File: src/hdl/tmr8_params.svh
`ifndef TMR8_PARAMS_SVH
`define TMR8_PARAMS_SVH
// Register offsets on the plain register port (chosen map)
`define TMR8_OFS_CTRL_A    3'h0
`define TMR8_OFS_CTRL_B    3'h1
`define TMR8_OFS_COUNT     3'h2
`define TMR8_OFS_CMP_A     3'h3
`define TMR8_OFS_CMP_B     3'h4
`define TMR8_OFS_IRQ_MASK  3'h5
`define TMR8_OFS_IRQ_FLAGS 3'h6
// Control B fields
`define TMR8_B_FORCE_A     7
`define TMR8_B_FORCE_B     6
`define TMR8_B_MODE_HI     3
// Flag and mask fields
`define TMR8_F_CMP_B       2
`define TMR8_F_CMP_A       1
`define TMR8_F_OVF         0
// Counter landmarks and reset values
`define TMR8_MAX           8'hff
`define TMR8_BOTTOM        8'h00
`define TMR8_RST_BYTE      8'h00
// Prescaler taps
`define TMR8_DIV8          8
`define TMR8_DIV64         64
`define TMR8_DIV256        256
`define TMR8_DIV1024       1024
`endif

File: src/hdl/tmr8_pkg.sv
package tmr8_pkg;
   // Waveform mode codes, high bit from control B, low bits from control A
   typedef enum logic [2:0] {
      TMR8_WM_NORMAL   = 3'h0,
      TMR8_WM_PC_FF    = 3'h1,
      TMR8_WM_CTC      = 3'h2,
      TMR8_WM_FAST_FF  = 3'h3,
      TMR8_WM_RSV4     = 3'h4,
      TMR8_WM_PC_OCA   = 3'h5,
      TMR8_WM_RSV6     = 3'h6,
      TMR8_WM_FAST_OCA = 3'h7
   } tmr8_wmode_t;

   // Register port request
   typedef struct packed {
      logic [2:0] addr;
      logic [7:0] wdata;
      logic       wr;
      logic       rd;
   } tmr8_req_t;

   // Interrupt request lines
   typedef struct packed {
      logic cmp_b;
      logic cmp_a;
      logic ovf;
   } tmr8_irq_t;
endpackage

File: src/hdl/tmr8_core.sv
// The strobed register port and the placing of the registers were decided locally.
`include "tmr8_params.svh"
`timescale 1ns/100ps
`default_nettype none
module tmr8_core
   import tmr8_pkg::*;
#(
   parameter int PRESCALE_W = 10
) (
   // Clock and reset
   input  wire logic       CLK,
   input  wire logic       ARST_N,
   // Register port
   input  wire tmr8_req_t  REQ,
   output logic [7:0]      RDATA,
   // Interrupt side
   input  wire logic       GLOBAL_IRQ_EN,
   input  wire tmr8_irq_t  IRQ_ACK,
   output tmr8_irq_t       IRQ_REQ,
   // Pins
   input  wire logic       EXT_COUNT_PIN,
   output logic            WAVE_OUT_A,
   output logic            WAVE_OUT_B,
   output logic            WAVE_EN_A,
   output logic            WAVE_EN_B
);

////////////////////////////////////////////////////////////////////////////////
   logic [7:0]            ctrl_a_reg;
   logic [3:0]            ctrl_b_reg;   // mode high bit and clock select
   logic [7:0]            count_reg;
   logic [7:0]            cmp_a_reg;
   logic [7:0]            cmp_b_reg;
   logic [7:0]            cmp_a_buf_reg;
   logic [7:0]            cmp_b_buf_reg;
   logic [2:0]            mask_reg;
   logic [2:0]            flag_reg;
   logic [2:0]            flag_next;
   logic                  down_reg;
   logic                  block_reg;
   logic                  pin_reg;
   logic [PRESCALE_W-1:0] pre_reg;
   logic                  wave_a_reg;
   logic                  wave_b_reg;
   logic [7:0]            rdata_reg;
   tmr8_wmode_t           wmode;
   logic [7:0]            top;
   logic                  tick;
   logic                  pwm;
   logic                  phase_c;
   logic                  wr_count;
   logic                  at_top;
   logic                  match_a;
   logic                  match_b;
   logic                  ovf_ev;
   logic                  force_a;
   logic                  force_b;
   logic                  upd_pt;

   // Prescaler tap test: true once every 2^n I/O clocks
   function automatic logic tap(input logic [PRESCALE_W-1:0] p, input int div);
      logic [PRESCALE_W-1:0] m;
      m = PRESCALE_W'(div - 1);
      tap = (p & m) == m;
   endfunction

   // Register port write decode
   function automatic logic wr_to(input tmr8_req_t r, input logic [2:0] ofs);
      wr_to = r.wr && (r.addr == ofs);
   endfunction

////////////////////////////////////////////////////////////////////////////////
   // Mode decode
   assign wmode   = tmr8_wmode_t'({ctrl_b_reg[3], ctrl_a_reg[1:0]});
   assign pwm     = wmode[0];        // Odd codes are PWM; reserved codes act non-PWM
   assign phase_c = (wmode == TMR8_WM_PC_FF) || (wmode == TMR8_WM_PC_OCA);
   assign top     = (wmode == TMR8_WM_CTC || wmode == TMR8_WM_PC_OCA ||
                     wmode == TMR8_WM_FAST_OCA) ? cmp_a_reg : `TMR8_MAX;
   assign at_top  = count_reg == top;
   assign wr_count = wr_to(REQ, `TMR8_OFS_COUNT);

   // Clock select picks a count enable; the prescaler runs free
   always_comb begin
      unique case (ctrl_b_reg[2:0])
         3'h0: tick = 1'b0;
         3'h1: tick = 1'b1;
         3'h2: tick = tap(pre_reg, `TMR8_DIV8);
         3'h3: tick = tap(pre_reg, `TMR8_DIV64);
         3'h4: tick = tap(pre_reg, `TMR8_DIV256);
         3'h5: tick = tap(pre_reg, `TMR8_DIV1024);
         3'h6: tick = pin_reg && !EXT_COUNT_PIN;
         3'h7: tick = !pin_reg && EXT_COUNT_PIN;
      endcase
   end

   always_ff @(posedge CLK or negedge ARST_N) begin
      if (!ARST_N) begin
         pre_reg <= '0;
      end else begin
         pre_reg <= pre_reg + 1'b1;
      end
   end

   // Pin history for edge detection; pin itself is taken as synchronous
   always_ff @(posedge CLK or negedge ARST_N) begin
      if (!ARST_N) begin
         pin_reg <= 1'b0;
      end else begin
         pin_reg <= EXT_COUNT_PIN;
      end
   end

////////////////////////////////////////////////////////////////////////////////
   // Compare events, suppressed on the tick after a counter write
   assign match_a = tick && !block_reg && (count_reg == cmp_a_reg);
   assign match_b = tick && !block_reg && (count_reg == cmp_b_reg);

   // Overflow point by mode
   always_comb begin
      unique case (wmode)
         TMR8_WM_PC_FF, TMR8_WM_PC_OCA:
            ovf_ev = tick && down_reg && count_reg == 8'h01;  // Reaching BOTTOM
         TMR8_WM_FAST_OCA:
            ovf_ev = tick && at_top;
         default:
            ovf_ev = tick && count_reg == `TMR8_MAX;
      endcase
   end

   // Counter; a software write beats a tick
   always_ff @(posedge CLK or negedge ARST_N) begin
      if (!ARST_N) begin
         count_reg <= `TMR8_RST_BYTE;
         down_reg  <= 1'b0;
      end else if (wr_count) begin
         count_reg <= REQ.wdata;
      end else if (tick) begin
         if (phase_c) begin
            if (!down_reg && at_top) begin
               down_reg  <= 1'b1;
               count_reg <= count_reg - 1'b1;
            end else if (down_reg && count_reg == `TMR8_BOTTOM) begin
               down_reg  <= 1'b0;
               count_reg <= count_reg + 1'b1;
            end else if (down_reg) begin
               count_reg <= count_reg - 1'b1;
            end else begin
               count_reg <= count_reg + 1'b1;
            end
         end else if (at_top && !block_reg) begin
            down_reg  <= 1'b0;
            count_reg <= `TMR8_BOTTOM;   // CLEAR_ON_MATCH_MODE / fast clear; force never reaches here
         end else begin
            down_reg  <= 1'b0;
            count_reg <= count_reg + 1'b1;
         end
      end
   end

   // Suppress flag held until the next tick after a write
   always_ff @(posedge CLK or negedge ARST_N) begin
      if (!ARST_N) begin
         block_reg <= 1'b0;
      end else if (wr_count) begin
         block_reg <= 1'b1;
      end else if (tick) begin
         block_reg <= 1'b0;
      end
   end

////////////////////////////////////////////////////////////////////////////////
   // Compare update point: TOP in fast PWM, TOP turning in phase correct
   assign upd_pt = tick && at_top && (phase_c ? !down_reg : 1'b1);

   // Buffered compare values; PWM modes load them at TOP
   always_ff @(posedge CLK or negedge ARST_N) begin
      if (!ARST_N) begin
         cmp_a_buf_reg <= `TMR8_RST_BYTE;
         cmp_b_buf_reg <= `TMR8_RST_BYTE;
         cmp_a_reg     <= `TMR8_RST_BYTE;
         cmp_b_reg     <= `TMR8_RST_BYTE;
      end else begin
         if (wr_to(REQ, `TMR8_OFS_CMP_A)) begin
            cmp_a_buf_reg <= REQ.wdata;
         end
         if (wr_to(REQ, `TMR8_OFS_CMP_B)) begin
            cmp_b_buf_reg <= REQ.wdata;
         end
         if (!pwm) begin
            // Immediate update
            if (wr_to(REQ, `TMR8_OFS_CMP_A)) begin
               cmp_a_reg <= REQ.wdata;
            end
            if (wr_to(REQ, `TMR8_OFS_CMP_B)) begin
               cmp_b_reg <= REQ.wdata;
            end
         end else if (upd_pt) begin
            cmp_a_reg <= cmp_a_buf_reg;
            cmp_b_reg <= cmp_b_buf_reg;
         end
      end
   end

////////////////////////////////////////////////////////////////////////////////
   // Control registers
   always_ff @(posedge CLK or negedge ARST_N) begin
      if (!ARST_N) begin
         ctrl_a_reg <= `TMR8_RST_BYTE;
         ctrl_b_reg <= 4'h0;
         mask_reg   <= 3'h0;
      end else begin
         if (wr_to(REQ, `TMR8_OFS_CTRL_A)) begin
            ctrl_a_reg <= REQ.wdata & 8'hf3;   // Bits 3:2 reserved
         end
         if (wr_to(REQ, `TMR8_OFS_CTRL_B)) begin
            ctrl_b_reg <= REQ.wdata[3:0];
         end
         if (wr_to(REQ, `TMR8_OFS_IRQ_MASK)) begin
            mask_reg <= REQ.wdata[2:0];
         end
      end
   end

   // Force strobes, never stored; ignored in PWM modes
   assign force_a = wr_to(REQ, `TMR8_OFS_CTRL_B) && REQ.wdata[`TMR8_B_FORCE_A] && !pwm;
   assign force_b = wr_to(REQ, `TMR8_OFS_CTRL_B) && REQ.wdata[`TMR8_B_FORCE_B] && !pwm;

////////////////////////////////////////////////////////////////////////////////
   // Flags: hardware set beats software or acknowledge clear
   always_comb begin
      flag_next = flag_reg;
      if (wr_to(REQ, `TMR8_OFS_IRQ_FLAGS)) begin
         flag_next = flag_next & ~REQ.wdata[2:0];
      end
      flag_next = flag_next & ~{IRQ_ACK.cmp_b, IRQ_ACK.cmp_a, IRQ_ACK.ovf};
      // Forced matches take no part here
      flag_next[`TMR8_F_CMP_B] = flag_next[`TMR8_F_CMP_B] | match_b;
      flag_next[`TMR8_F_CMP_A] = flag_next[`TMR8_F_CMP_A] | match_a;
      flag_next[`TMR8_F_OVF]   = flag_next[`TMR8_F_OVF] | ovf_ev;
   end

   always_ff @(posedge CLK or negedge ARST_N) begin
      if (!ARST_N) begin
         flag_reg <= 3'h0;
      end else begin
         flag_reg <= flag_next;
      end
   end

   // Request lines combine mask, global enable and flag
   assign IRQ_REQ.cmp_b = mask_reg[`TMR8_F_CMP_B] && GLOBAL_IRQ_EN && flag_reg[`TMR8_F_CMP_B];
   assign IRQ_REQ.cmp_a = mask_reg[`TMR8_F_CMP_A] && GLOBAL_IRQ_EN && flag_reg[`TMR8_F_CMP_A];
   assign IRQ_REQ.ovf   = mask_reg[`TMR8_F_OVF] && GLOBAL_IRQ_EN && flag_reg[`TMR8_F_OVF];

////////////////////////////////////////////////////////////////////////////////
   // Waveform outputs; only the non-PWM output modes are built here
   function automatic logic wave_next(input logic cur, input logic [1:0] om);
      unique case (om)
         2'h0: wave_next = cur;
         2'h1: wave_next = !cur;
         2'h2: wave_next = 1'b0;
         2'h3: wave_next = 1'b1;
      endcase
   endfunction

   always_ff @(posedge CLK or negedge ARST_N) begin
      if (!ARST_N) begin
         wave_a_reg <= 1'b0;
         wave_b_reg <= 1'b0;
      end else begin
         if (force_a || (match_a && !pwm)) begin
            wave_a_reg <= wave_next(wave_a_reg, ctrl_a_reg[7:6]);
         end
         if (force_b || (match_b && !pwm)) begin
            wave_b_reg <= wave_next(wave_b_reg, ctrl_a_reg[5:4]);
         end
      end
   end

   assign WAVE_OUT_A = wave_a_reg;
   assign WAVE_OUT_B = wave_b_reg;
   assign WAVE_EN_A  = ctrl_a_reg[7:6] != 2'h0;
   assign WAVE_EN_B  = ctrl_a_reg[5:4] != 2'h0;

////////////////////////////////////////////////////////////////////////////////
   // Read data stands the cycle after the read strobe
   always_ff @(posedge CLK or negedge ARST_N) begin
      if (!ARST_N) begin
         rdata_reg <= 8'h00;
      end else if (REQ.rd) begin
         unique case (REQ.addr)
            `TMR8_OFS_CTRL_A:    rdata_reg <= ctrl_a_reg;
            `TMR8_OFS_CTRL_B:    rdata_reg <= {4'h0, ctrl_b_reg};
            `TMR8_OFS_COUNT:     rdata_reg <= count_reg;
            `TMR8_OFS_CMP_A:     rdata_reg <= cmp_a_buf_reg;
            `TMR8_OFS_CMP_B:     rdata_reg <= cmp_b_buf_reg;
            `TMR8_OFS_IRQ_MASK:  rdata_reg <= {5'h00, mask_reg};
            `TMR8_OFS_IRQ_FLAGS: rdata_reg <= {5'h00, flag_reg};
            default:             rdata_reg <= 8'h00;
         endcase
      end else begin
         rdata_reg <= 8'h00;
      end
   end

   assign RDATA = rdata_reg;
endmodule
`default_nettype wire

File: config.mk
export PLATFORM = sky130hd
export DESIGN_NAME = tmr8_core
export DESIGN_NICKNAME = d
export VERILOG_FILES = /design/src/hdl/tmr8_pkg.sv /design/src/hdl/tmr8_core.sv
export VERILOG_INCLUDE_DIRS = /design/src /design/src/hdl
export SDC_FILE = /design/constraint.sdc
export NUM_CORES = 1
export LEC_CHECK = 0
export BUFFER_PORTS_ARGS = -buffer_cell sky130_fd_sc_hd__buf_4
export CORE_ASPECT_RATIO = 1.25
export CORE_UTILIZATION = 55
export CTS_BUF_LIST = sky130_fd_sc_hd__clkbuf_16
export DETAILED_ROUTE_END_ITERATION = 8
export PLACE_DENSITY = 0.77
export SLEW_MARGIN = 5
export SYNTH_ARGS = -nofsm -noshare
export SYNTH_HDL_FRONTEND = slang
export SYNTH_SLANG_ARGS = --single-unit
File: constraint.sdc
create_clock -name CLK -period 2.3 [get_ports CLK]
set_input_delay 0.23 -clock CLK [delete_from_list [all_inputs] [get_ports CLK]]
set_output_delay 0.23 -clock CLK [all_outputs]
set_load 0.1 [all_outputs]
; After elaboration in Yosys (flattened, before gate mapping)
; Index checks and enable logic that the tools add are counted.
[totals]
reg_bits = 79
inputBits = 20
out_inout_bits = 15
wordCells = 150
[classes]
n_addsub = 3
eq_ne = 34
mux = 27
bitwise = 10
n_reduce_logical = 60
[op_table]
columns = op, n
row1 = 8-bit two-way mux, 15
row2 = 8-bit one-hot mux with 7 select lines, 1
row3 = 1-bit logical AND, 32
row4 = "3-bit == test, second input constant", 10
row5 = 8-bit == test, 3
row6 = "8-bit == test, second input constant", 2
row7 = "3-bit by 2-bit == test with 1-bit output, second input constant", 5
row8 = "10-bit by 1-bit adder with 10-bit output, second input constant", 1
row9 = "10-bit == test, second input constant", 1
row10 = 2-bit nonzero test, 5
row11 = "3-bit by 1-bit == test with 1-bit output, second input constant", 3
row12 = "8-bit by 1-bit adder with 8-bit output, second input constant", 1
row13 = "2-bit == test, second input constant", 4
row14 = "8-bit by 1-bit == test with 1-bit output, second input constant", 1
row15 = 8-bit logical NOT, 1
row16 = 1-bit one-hot mux with 8 select lines, 1
row17 = 2-bit AND reduction, 4
row18 = "8-bit by 1-bit subtractor with 8-bit output, second input constant", 1
row19 = 1-bit logical NOT, 7
row20 = 3-bit AND, 2
row21 = "6-bit == test, second input constant", 1
row22 = 3-bit logical NOT, 2
row23 = 1-bit two-way mux, 6
row24 = 3-bit inverter, 2
row25 = 12 further kinds, 23

; Longest topological paths before layout
; Gate-level depths: netlist (run 1).
[depth]
ltp_word = 10
mapped_depth = 10
ltp_nobuf = 9

; Least setup slack after synthesis (run 1)
; OpenSTA, ideal clock, no wires.
[synth_path]
path_kind = register to register
startpoint = register pre_reg[0]
endpoint = register wave_b_reg, in the netlist WAVE_OUT_B
setup_ns = 0.123
arrival_time_ns = 2.227
required_time_ns = 2.177
slack_ns = -0.050
stages_incl_launch_ff = 11
path_buffers = 1
synth_period_minus_slack_ns = 2.350
cell_sequence = dfrtp_1 > ha_1 > ha_1 > nor4bb_1 > a31oi_1 > o211a_1 > buf_2 > or4_4 > a21oi_2 > a21boi_1 > o221a_2
[synth_between]
elab_chain_len = 7
word_cells_on_any_way = 10
cone_classes = 4 x eq/ne / 1 x mux / 5 x reduce/logical
[synth_rtl]
columns = item, line
row1 = start: declaration, tmr8_core.sv:42  ; logic [PRESCALE_W-1:0] pre_reg;
row2 = start signal: assignment, tmr8_core.sv:100  ; pre_reg <= pre_reg + 1'b1;
row3 = "10-bit == test, or another cell as far along", tmr8_core.sv:64  ; tap = (p & m) == m;
row4 = 1-bit one-hot mux with 8 select lines *, tmr8_core.sv:84  ; unique case (ctrl_b_reg[2:0])
row5 = 1-bit logical AND * (2 in series), tmr8_core.sv:116  ; assign match_b = tick && !block_reg && (count_reg == cmp_b_reg);
row6 = 1-bit logical AND *, tmr8_core.sv:274  ; if (force_b || (match_b && !pwm)) begin
row7 = 1-bit logical OR *, tmr8_core.sv:274
row8 = 2-bit AND reduction (no source line) *, --
row9 = end signal: assignment, tmr8_core.sv:275  ; wave_b_reg <= wave_next(wave_b_reg, ctrl_a_reg[5:4]);
row10 = end: declaration, tmr8_core.sv:44  ; logic wave_b_reg;
; Mark *: on every way between the ends. The rest lies on a longest branch, timed or not.
; A chain may end at the register's enable or synchronous reset.

; Worst setup path in the final report (run 1)
[layout_path]
startpoint = register count_reg[4]
endpoint = register cmp_b_reg[7]
[layout_between]
elab_chain_len = 5
[layout_rtl]
columns = item, line
row1 = start: declaration, tmr8_core.sv:31  ; logic [7:0] count_reg;
row2 = start signal: assignment, tmr8_core.sv:133  ; count_reg <= `TMR8_RST_BYTE;
row3 = start signal: assignment, tmr8_core.sv:136  ; count_reg <= REQ.wdata;
row4 = start signal: assignment, tmr8_core.sv:141  ; count_reg <= count_reg - 1'b1;
row5 = 8-bit == test, tmr8_core.sv:79  ; assign at_top = count_reg == top;
row6 = 1-bit logical AND (2 in series), tmr8_core.sv:173  ; assign upd_pt = tick && at_top && (phase_c ? !down_reg : 1'b1);
row7 = 2-bit by 1-bit inequality test with 1-bit output (no source line), --
row8 = 2-bit AND reduction (no source line), --
row9 = end signal: assignment, tmr8_core.sv:181  ; cmp_b_reg <= `TMR8_RST_BYTE;
row10 = end signal: assignment, tmr8_core.sv:195  ; cmp_b_reg <= REQ.wdata;
row11 = end signal: assignment, tmr8_core.sv:199  ; cmp_b_reg <= cmp_b_buf_reg;
row12 = end: declaration, tmr8_core.sv:33  ; logic [7:0] cmp_b_reg;
; No other way between the ends.

==> impl_metrics.tcl, run 1 <==
set metrics [dict create \
    final_common_cell "dfrtp_1" \
    power_frac_seq_pct 34.0 \
    ir_worst_vdd_mv 0.608 \
    grt_max_degree 38 \
    clkSinkCount 79 \
    place_area_um2 5210 \
    synthXorXnorAreaFrac_pct 4.68 \
    synth_top_area_share_pct 42.3 \
    grt_pass1_vias 4080 \
    rsz0062_at_grt "yes" \
    initial_core_util_pct 56.8 \
    largest_reg_flops 10 \
    drt.antenna.violating_nets 0 \
    coreArea_um2 8240 \
    final_cell_mix "dfrtp_1, buf_4, nor2_1" \
    power.density_nw_per_um2 949 \
    netlist_area_um2 4680 \
    grt.overflow.total 0 \
    final_area_um2 5840 \
    tns_ns -0.174 \
    relSlewSlack_pct 63.2 \
    swShare_pct 36.9 \
    antenna_found_initial 0 \
    fmax_ghz 0.424 \
    die-area_um2 8880 \
    status "complete, but fails checks" \
    clk_pin_slew_ns 0.06 \
    grt_pass1_wl_mm 20.9 \
    cts_buffer_depth 2 \
    skew_ns 0.00714 \
    synth-compound-area-share_pct 14.9 \
    dp_hpwl_mm 8.80 \
    worstSetupEndpointType "flop" \
    synth_seq_cells 79 \
    yosysTopAreaCell "dfrtp_1" \
    worstSetupPathType "flop to flop" \
    synth_flop_cell "dfrtp_1" \
    required_ns 2.51 \
    clk_latency_ns 0.35 \
    drive_above_1_share_pct 33.5 \
    synth_edf_count 0 \
    drt_first_pass_iters 5 \
    internal-power_mw 3.50 \
    diodes 0 \
    p_comb_share_pct 38.4 \
    setup_violations 6 \
    cts_buffers 9 \
    worstMarginPinSlew_ns 0.547 \
    synthMuxAreaShare_pct 14.3 \
    cp-start-kind "flop" \
    met1_usage_pct 38.1 \
    leakage_nw 2.55 \
    hp-class "input pin to flop" \
    htree_num_levels 3 \
    io_buffer_count 34 \
    period_minus_slack_ns 2.36 \
    async_flop_share_pct 100 \
    crit_fanout 24 \
    yosysWarnings 0 \
    routedWlPerCell_um 20.6 \
    wirelength_mm 13.2 \
    rows 37 \
    layout.nets 564 \
    die_x_um 84.5 \
    cts_tree "built" \
    ys_top_cells_by_area "dfrtp_1, mux2_2, mux2i_1, nor2_1, xor2_1" \
    p_switching_mw 2.04 \
    vias 4118 \
    fillers 573 \
    synth.distinct_cells 68 \
    busiest_layer "met2" \
    crit_arrival_ns 2.57 \
    clockRootBuffer "clkbuf_16" \
    place.gp.congestion 0.929 \
    grt_use_met3_pct 6.87 \
    fin_ws_ns -0.0608 \
    synth_top_family_by_area "simple AND/OR/NAND/NOR gates" \
    clkPwrFrac_pct 27.6 \
    netlist_instances 474 \
    drc 0 \
    drt-vias-per-instance 6.42 \
    violations "negative setup slack" \
    finalMaxSlewViolations 0 \
    synth-simple-area-share_pct 18.0 \
    seq_area_frac_synth_pct 42.3 \
    ios 35 \
    cap_violations 0 \
    grt_usage_pct 30.8 \
    drtIter0Drc 340 \
    avgSynthCellArea_um2 9.87 \
    synth_nets 499 \
    die_h_um 105 \
    synthAdderAreaFrac_pct 1.34 \
    fin_crit_sh_pct 103 \
    hold_violations 0 \
    grt.met2_usage_pct 49.7 \
    syn_to_final_growth_pct 24.9 \
]
## cell usage after synthesis, types with 4 or more instances
library cell / instances
xnor2_1: 10
and3_1: 10
nand2b_1: 8
mux2_2: 31
buf_2: 6
nor2_1: 47
mux2i_1: 24
a211oi_1: 5
o22ai_1: 11
nor2b_1: 6
inv_1: 15
a31oi_1: 12
nand2_1: 32
a21oi_1: 23
nand3b_1: 7
dfrtp_1: 79
ha_1: 5
nand3_1: 18
o21ai_0: 11
clkbuf_1: 19
xor2_1: 15
o32ai_1: 8
buf_1: 4
## kinds of logic (layout without fill, tap and decap cells)
kind of cell	Yosys count	in the layout
buffers and inverters	48	118
XOR/XNOR	25	25
multiplexers	60	60
AO/OA/AOI/OAI	98	98
flip-flops	79	79
AND/OR/NAND/NOR	159	159
adder cells (fa/ha/maj)	5	5
## final cells by class
type / instances / area [um^2] / area share [%]
clock buffers: 9 / 225 / 3.86
clock inverters: 7 / 88.8 / 1.52
inverters: 16 / 60.1 / 1.03
multi-input cells: 347 / 2680 / 45.9
flip-flops and latches: 79 / 1980 / 33.8
well taps: 97 / 121 / 2.08
repair buffers: 86 / 691 / 11.8
## worst paths after layout
path | startpoint | endpoint | slack (ns) | cells after the start
hold reg to reg | pre_reg[9]$_DFF_PN0_ | pre_reg[9]$_DFF_PN0_ | 0.48 | 1
setup reg to reg | count_reg[4]$_DFFE_PN0P_ | cmp_b_reg[7]$_DFFE_PN0P_ | -0.06 | 11
hold / removal | EXT_COUNT_PIN | pin_reg$_DFF_PN0_ | 0.01 | 1
max in group asynchronous | ARST_N | cmp_b_buf_reg[1]$_DFFE_PN0P_ | 1.22 | 3
min in group asynchronous | ARST_N | count_reg[3]$_DFFE_PN0P_ | 0.39 | 2
setup / recovery | count_reg[4]$_DFFE_PN0P_ | cmp_b_reg[7]$_DFFE_PN0P_ | -0.06 | 11
## metrics by stage
step	setup slack [ns]	cells	power (mW)	utilization (%)	hold WS (ns)
6_report	-0.0608	641	5.55	70.9	0.0102
5_1_grt	-0.156	641	5.77	70.9	0.00269
4_1_cts	-0.0596	635	5.35	68.2	0.00409
3_5_place_dp	-0.0786	612	3.73	63.3	0.226
3_3_place_gp	-0.0544	612	3.68	63.3	0.223
2_1_floorplan	-0.0104	474	3.13	-	-0.0656
## worst max-delay path, cell delays in order, from the launching register on
cell and delay (ns):
dfrtp_1 0.42, buf_6 0.13, buf_6 0.11, nand4_1 0.18, nor2_2 0.20, and2_4 0.17
o21bai_4 0.09, buf_6 0.14, nor3_4 0.19, buf_12 0.22, mux2i_2 0.26, a21oi_1 0.10
## power groups by stage
| stage | Combinational (mW) | Clock [mW] | Sequential, mW |
|---|---|---|---|
| after global routing | 2.28 | 1.59 | 1.91 |
| after floorplan | 1.21 | 0 | 1.92 |
| after CTS | 1.95 | 1.54 | 1.85 |
| final | 2.13 | 1.53 | 1.89 |
| after global placement | 1.80 | 0 | 1.87 |
| after detailed placement | 1.85 | 0 | 1.88 |
## repair_timing
item,in CTS,in global routing
hold buffers,1,0
buffers inserted,6,6
gates cloned,0,0
gates resized for setup,9,32
setup endpoints to repair,6,26
endpoints found under the hold margin,35,0
pin swaps,2,6
## layer usage
layer | vias to the layer above | share of wire (%)
met5 | - | 0
met4 | 0 | 4.8
met3 | 48 | 6.8
met2 | 190 | 50
met1 | 2044 | 39
li1 | 1836 | -
(Power assumes the default switching activity.)
==> run 2, diff against run 1 <==
CORE_UTILIZATION = 35   (was 55)
PLACE_DENSITY = 0.58   (was 0.77)
==> impl_metrics.tcl, run 2 (synthesized netlist as in run 1, its figures left out) <==
set metrics [dict create \
    die-area_um2 13800 \
    grt.overflow.total 0 \
    die_h_um 131 \
    crit_arrival_ns 2.57 \
    final_common_cell "dfrtp_1" \
    crit_fanout 3 \
    grt_pass1_vias 3944 \
    routedWlPerCell_um 19.2 \
    fin_ws_ns -0.0417 \
    clkSinkCount 79 \
    relSlewSlack_pct 67.6 \
    met1_usage_pct 25.0 \
    place.gp.congestion 0.864 \
    ios 35 \
    worstSetupEndpointType "flop" \
    clkPwrFrac_pct 26.8 \
    initial_core_util_pct 36.4 \
    drt.antenna.violating_nets 0 \
    largest_reg_flops 10 \
    cp-start-kind "flop" \
    cts_tree "built" \
    p_switching_mw 2.04 \
    ir_worst_vdd_mv 0.525 \
    final_cell_mix "dfrtp_1, buf_4, nor2_1" \
    cts_buffers 9 \
    required_ns 2.53 \
    fin_crit_sh_pct 102 \
    multiInputGateArea_um2 2650 \
    path_cells "ha_4 -> ha_1 -> nor4bb_2 -> a31oi_1 -> o211a_1 -> or4_4 -> a21oi_4 -> a21boi_2 -> o221a_2" \
    cap_violations 0 \
    power_frac_seq_pct 34.7 \
    hold_violations 0 \
    status "complete, but fails checks" \
    skew_ns 0.00814 \
    drt-vias-per-instance 5.58 \
    grt_pass1_wl_mm 21.4 \
    fillers 1195 \
    grt_usage_pct 20.1 \
    p_comb_share_pct 38.5 \
    grt.met2_usage_pct 33.8 \
    hp-class "input pin to flop" \
    finalMaxSlewViolations 0 \
    clockRootBuffer "clkbuf_16" \
    internal-power_mw 3.38 \
    clk_pin_slew_ns 0.06 \
    period_minus_slack_ns 2.34 \
    diodes 0 \
    wirelength_mm 13.6 \
    dp_hpwl_mm 9.43 \
    drc 0 \
    io_buffer_count 34 \
    syn_to_final_growth_pct 25.5 \
    clk_latency_ns 0.34 \
    power.density_nw_per_um2 924 \
    register_area_um2 1980 \
    antenna_found_initial 0 \
    slowest_delay_ns 0.55 \
    coreArea_um2 12800 \
    layout.nets 561 \
    rsz0062_at_grt "yes" \
    whs_ns 0.149 \
    rows 46 \
    busiest_layer "met2" \
    fmax_ghz 0.427 \
    swShare_pct 37.7 \
    vias 3956 \
    slowest_stage "or4_4" \
    reg2regPathDepth 9 \
    setup_violations 2 \
    cts_buffer_depth 2 \
    leakage_nw 2.50 \
    drive_above_1_share_pct 32.7 \
    post-place-ws_ns -0.0964 \
    min_path_cells 3 \
    drt_first_pass_iters 5 \
    die_x_um 105 \
    tns_ns -0.0429 \
    worstSetupPathType "flop to flop" \
    drtIter0Drc 190 \
    grt_use_met3_pct 2.43 \
    htree_num_levels 3 \
    worstMarginPinSlew_ns 0.481 \
    violations "negative setup slack" \
    total_power_mw 5.42 \
    grt_max_degree 50 \
]
-- run 2: cell types whose count changed in the layout (fill, tap and decap cells not counted), sizes merged --
| cell | delta |
|---|---|
| clkinvlp | -2 |
| dlygate4sd3 | +1 |
| bufinv | -1 |
| buf | -4 |
| clkinv | +3 |
-- run 2: metal layers --
metal / routed length [um] / share of wire [%] / vias up
li1: - / - / 1836
met1: 5710 / 42 / 1963
met2: 6760 / 50 / 121
met3: 546 / 4.0 / 36
met4: 569 / 4.2 / 0
met5: 0 / 0 / -
-- run 2: repair_timing --
| item | 4_1_cts | 5_1_grt |
|---|---|---|
| gates resized for setup | 10 | 25 |
| setup buffers | 4 | 3 |
| endpoints found under the setup margin | 7 | 24 |
| pin swaps | 0 | 3 |
| hold buffers | 2 | 0 |
| hold endpoints to repair | 31 | 0 |
-- run 2: final timing paths --
path | startpoint | to | slack (ns)
min in group asynchronous | ARST_N | pre_reg[7]$_DFF_PN0_ | 0.39
min reg2reg | pre_reg[9]$_DFF_PN0_ | pre_reg[9]$_DFF_PN0_ | 0.49
max | pre_reg[0]$_DFF_PN0_ | WAVE_OUT_B$_DFFE_PN0P_ | -0.04
min | IRQ_ACK[1] | flag_reg[1]$_DFF_PN0_ | 0.15
max in group asynchronous | ARST_N | count_reg[5]$_DFFE_PN0P_ | 1.28
max reg2reg | pre_reg[0]$_DFF_PN0_ | WAVE_OUT_B$_DFFE_PN0P_ | -0.04
-- run 2: metrics by stage --
| step | util (%) | instance area [um^2] | cells |
|---|---|---|---|
| after floorplan | - | 4680 | 474 |
| after global placement | 41.5 | 5320 | 684 |
| after detailed placement | 41.5 | 5320 | 684 |
| after CTS | 44.6 | 5720 | 706 |
| after global routing | 45.7 | 5870 | 709 |
| final | 45.7 | 5870 | 709 |
-- run 2: critical path: cells and delay by family, from the launching register on --
| family | cells | cell delay, ns |
|---|---|---|
| AOI/OAI and AO/OA | 5 | 0.75 |
| adders and majority gates | 2 | 0.30 |
| DFF | 1 | 0.39 |
| and+or+nand+nor | 2 | 0.78 |
-- run 2: power groups by stage --
stage	sequential, mW	clock (mW)	combinational, mW
after CTS	1.88	1.49	1.96
after global routing	1.91	1.53	2.24
after floorplan	1.92	0	1.21
final	1.88	1.45	2.09
after detailed placement	1.90	0	1.89
after global placement	1.90	0	1.86
-- run 2: layout make-up --
type,count,share of cell area [%]
sequential,79,33.7
inverter,16,1.02
clock inverter,7,1.24
timing repair buffer,83,11.4
clock buffer,9,3.84
multi-input combinational,347,45.2
tap,168,3.58
==> run 3, diff against run 2 <==
ABC_AREA = 1   (was unset)
==> impl_metrics.tcl, run 3 <==
set metrics [dict create \
    fin_crit_sh_pct 90.0 \
    crit_fanout 5 \
    leakage_nw 2.63 \
    drc 0 \
    antenna_found_initial 0 \
    worstSetupPathType "flop to flop" \
    cts_tree "built" \
    relSlewSlack_pct 58.4 \
    multiInputGateArea_um2 2180 \
    avgSynthCellArea_um2 7.54 \
    fin_ws_ns 0.230 \
    r2r_setup_slack_ns 0.23 \
    syn_to_final_growth_pct 18.5 \
    postCtsResizedCells 0 \
    largest_reg_flops 10 \
    min_path_cells 2 \
    ys_top_cells_by_area "dfrtp_1, nand2_1, inv_1, o21ai_0, nor2_1" \
    clk_latency_ns 0.35 \
    grt_usage_pct 20.7 \
    drt.antenna.violating_nets 0 \
    async_flop_share_pct 100 \
    coreArea_um2 12700 \
    synth_top_area_share_pct 43.4 \
    hold_path.startpoint "IRQ_ACK[2]" \
    drt-vias-per-instance 5.08 \
    netlist_area_um2 4560 \
    grt_pass1_wl_mm 21.4 \
    synth_flop_cell "dfrtp_1" \
    clockRootBuffer "clkbuf_16" \
    crit_family "simple AND/OR/NAND/NOR gates" \
    synth_nets 629 \
    routedWlPerCell_um 15.7 \
    slowest_stage "dfrtp_1" \
    die_h_um 130 \
    grt_pass1_vias 4237 \
    synthTopCellsByCount "nand2_1, dfrtp_1, inv_1, o21ai_0, nor2_1" \
    required_ns 2.54 \
    tns_ns 0 \
    rows 46 \
    yosysTopAreaCell "dfrtp_1" \
    slowest_delay_ns 0.37 \
    synth_edf_count 0 \
    initial_core_util_pct 35.8 \
    die-area_um2 13500 \
    period_minus_slack_ns 2.07 \
    whs_ns 0.0868 \
    worstMarginPinSlew_ns 0.624 \
    critPathBufInv 1 \
    ir_worst_vdd_mv 0.468 \
    dp_hpwl_mm 10.1 \
    synth.distinct_cells 38 \
    seq_area_frac_synth_pct 43.4 \
    fmax_ghz 0.483 \
    drt_first_pass_iters 5 \
    setup_violations 0 \
    die_x_um 104 \
    io_buffer_count 34 \
    skew_ns 0.00674 \
    layout.nets 678 \
    grt.overflow.total 0 \
    power.density_nw_per_um2 1010 \
    hold_violations 0 \
    wirelength_mm 13.0 \
    cp-start-kind "flop" \
    clk_pin_slew_ns 0.07 \
    path_cells "ha_1 -> nand3_1 -> nor3_1 -> nand2_1 -> nand3_1 -> nand2_1 -> inv_1 -> nand3_1 -> nand2_1 -> nand3_1 -> nand2_1 -> nand2_1" \
    fillers 1278 \
    crit_arrival_ns 2.31 \
    cts_buffer_depth 2 \
    htree_num_levels 3 \
    post-place-ws_ns 0.249 \
    holdPathEnd "flag_reg[2]$_DFF_PN0_" \
    utilization_pct 42.5 \
    grt_max_degree 46 \
    cp-startpoint "pre_reg[0]$_DFF_PN0_" \
    status "completed" \
    final_common_cell "nand2_1" \
    synth_seq_cells 79 \
    final_cell_mix "nand2_1, dfrtp_1, inv_1" \
    drive_above_1_share_pct 14.7 \
    diodes 0 \
    reg2reg_from "pre_reg[0]$_DFF_PN0_" \
    netlist_instances 604 \
    reg2regPathDepth 12 \
    clkSinkCount 79 \
    critical_path.most_common_cell "nand2_1" \
    place.gp.congestion 0.938 \
    register_area_um2 1980 \
    ios 35 \
    yosysWarnings 0 \
    finalMaxSlewViolations 0 \
    worstSetupEndpointType "flop" \
    hp-class "input pin to flop" \
    reg2reg_to "WAVE_OUT_A$_DFFE_PN0P_" \
    synth_most_common_cell "nand2_1" \
    cap_violations 0 \
    cts_buffers 9 \
    rsz0062_at_grt "no" \
    drtIter0Drc 280 \
    vias 4197 \
]
## run 3: layer usage
metal,global-route usage (%),part of all wire (%),up-vias
li1,-,-,2068
met1,25.4,43,1974
met2,34.0,49,124
met3,3.57,4.0,31
met4,13.4,4.5,0
met5,0,0,-
## run 3: per-stage QoR
| step | power [mW] | cell area [um^2] | std cells |
|---|---|---|---|
| finish | 5.46 | 5400 | 826 |
| global placement | 4.03 | 5080 | 808 |
| global route | 5.82 | 5400 | 826 |
| floorplan | 3.44 | 4570 | 604 |
| detailed placement | 4.04 | 5080 | 808 |
| CTS | 5.48 | 5400 | 826 |
## run 3: logic make-up after synthesis
family / Yosys count / share of synthesized area (%)
compound gates: 114 / 14.5
xor+xnor: 20 / 3.85
fa+ha+maj: 5 / 1.37
buf+inv: 100 / 9.17
flops: 79 / 43.4
simple gates: 286 / 27.7
## run 3: what timing repair did
action	in CTS	in global routing
setup buffers	0	0
hold endpoints to repair	45	0
hold buffers	2	0
## run 3: final cells by class
class	count	area share, %
clock inverters	7	1.37
flip-flops and latches	79	36.6
clock buffers	9	4.17
repair buffers	54	7.83
multi-input cells	425	40.3
inverters	84	5.84
well taps	168	3.89
## run 3: where the power goes
part	total [mW]	leakage (nW)	switching (mW)	internal (mW)
clock	1.41	0.147	0.643	0.766
sequential	1.93	0.987	0.266	1.66
combinational	2.13	1.49	1.42	0.711
total	5.46	2.63	2.33	3.14
## run 3: worst max-delay path by stage
stage                             end  slack [ns]  cells past startpoint
3_5_place_dp   WAVE_OUT_A$_DFFE_PN0P_        0.25                     12
5_1_grt        WAVE_OUT_A$_DFFE_PN0P_        0.02                     12
2_1_floorplan              IRQ_REQ[1]        0.48                      2
6_report       WAVE_OUT_A$_DFFE_PN0P_        0.23                     12
3_3_place_gp   WAVE_OUT_A$_DFFE_PN0P_        0.31                     12
4_1_cts        WAVE_OUT_A$_DFFE_PN0P_        0.23                     12
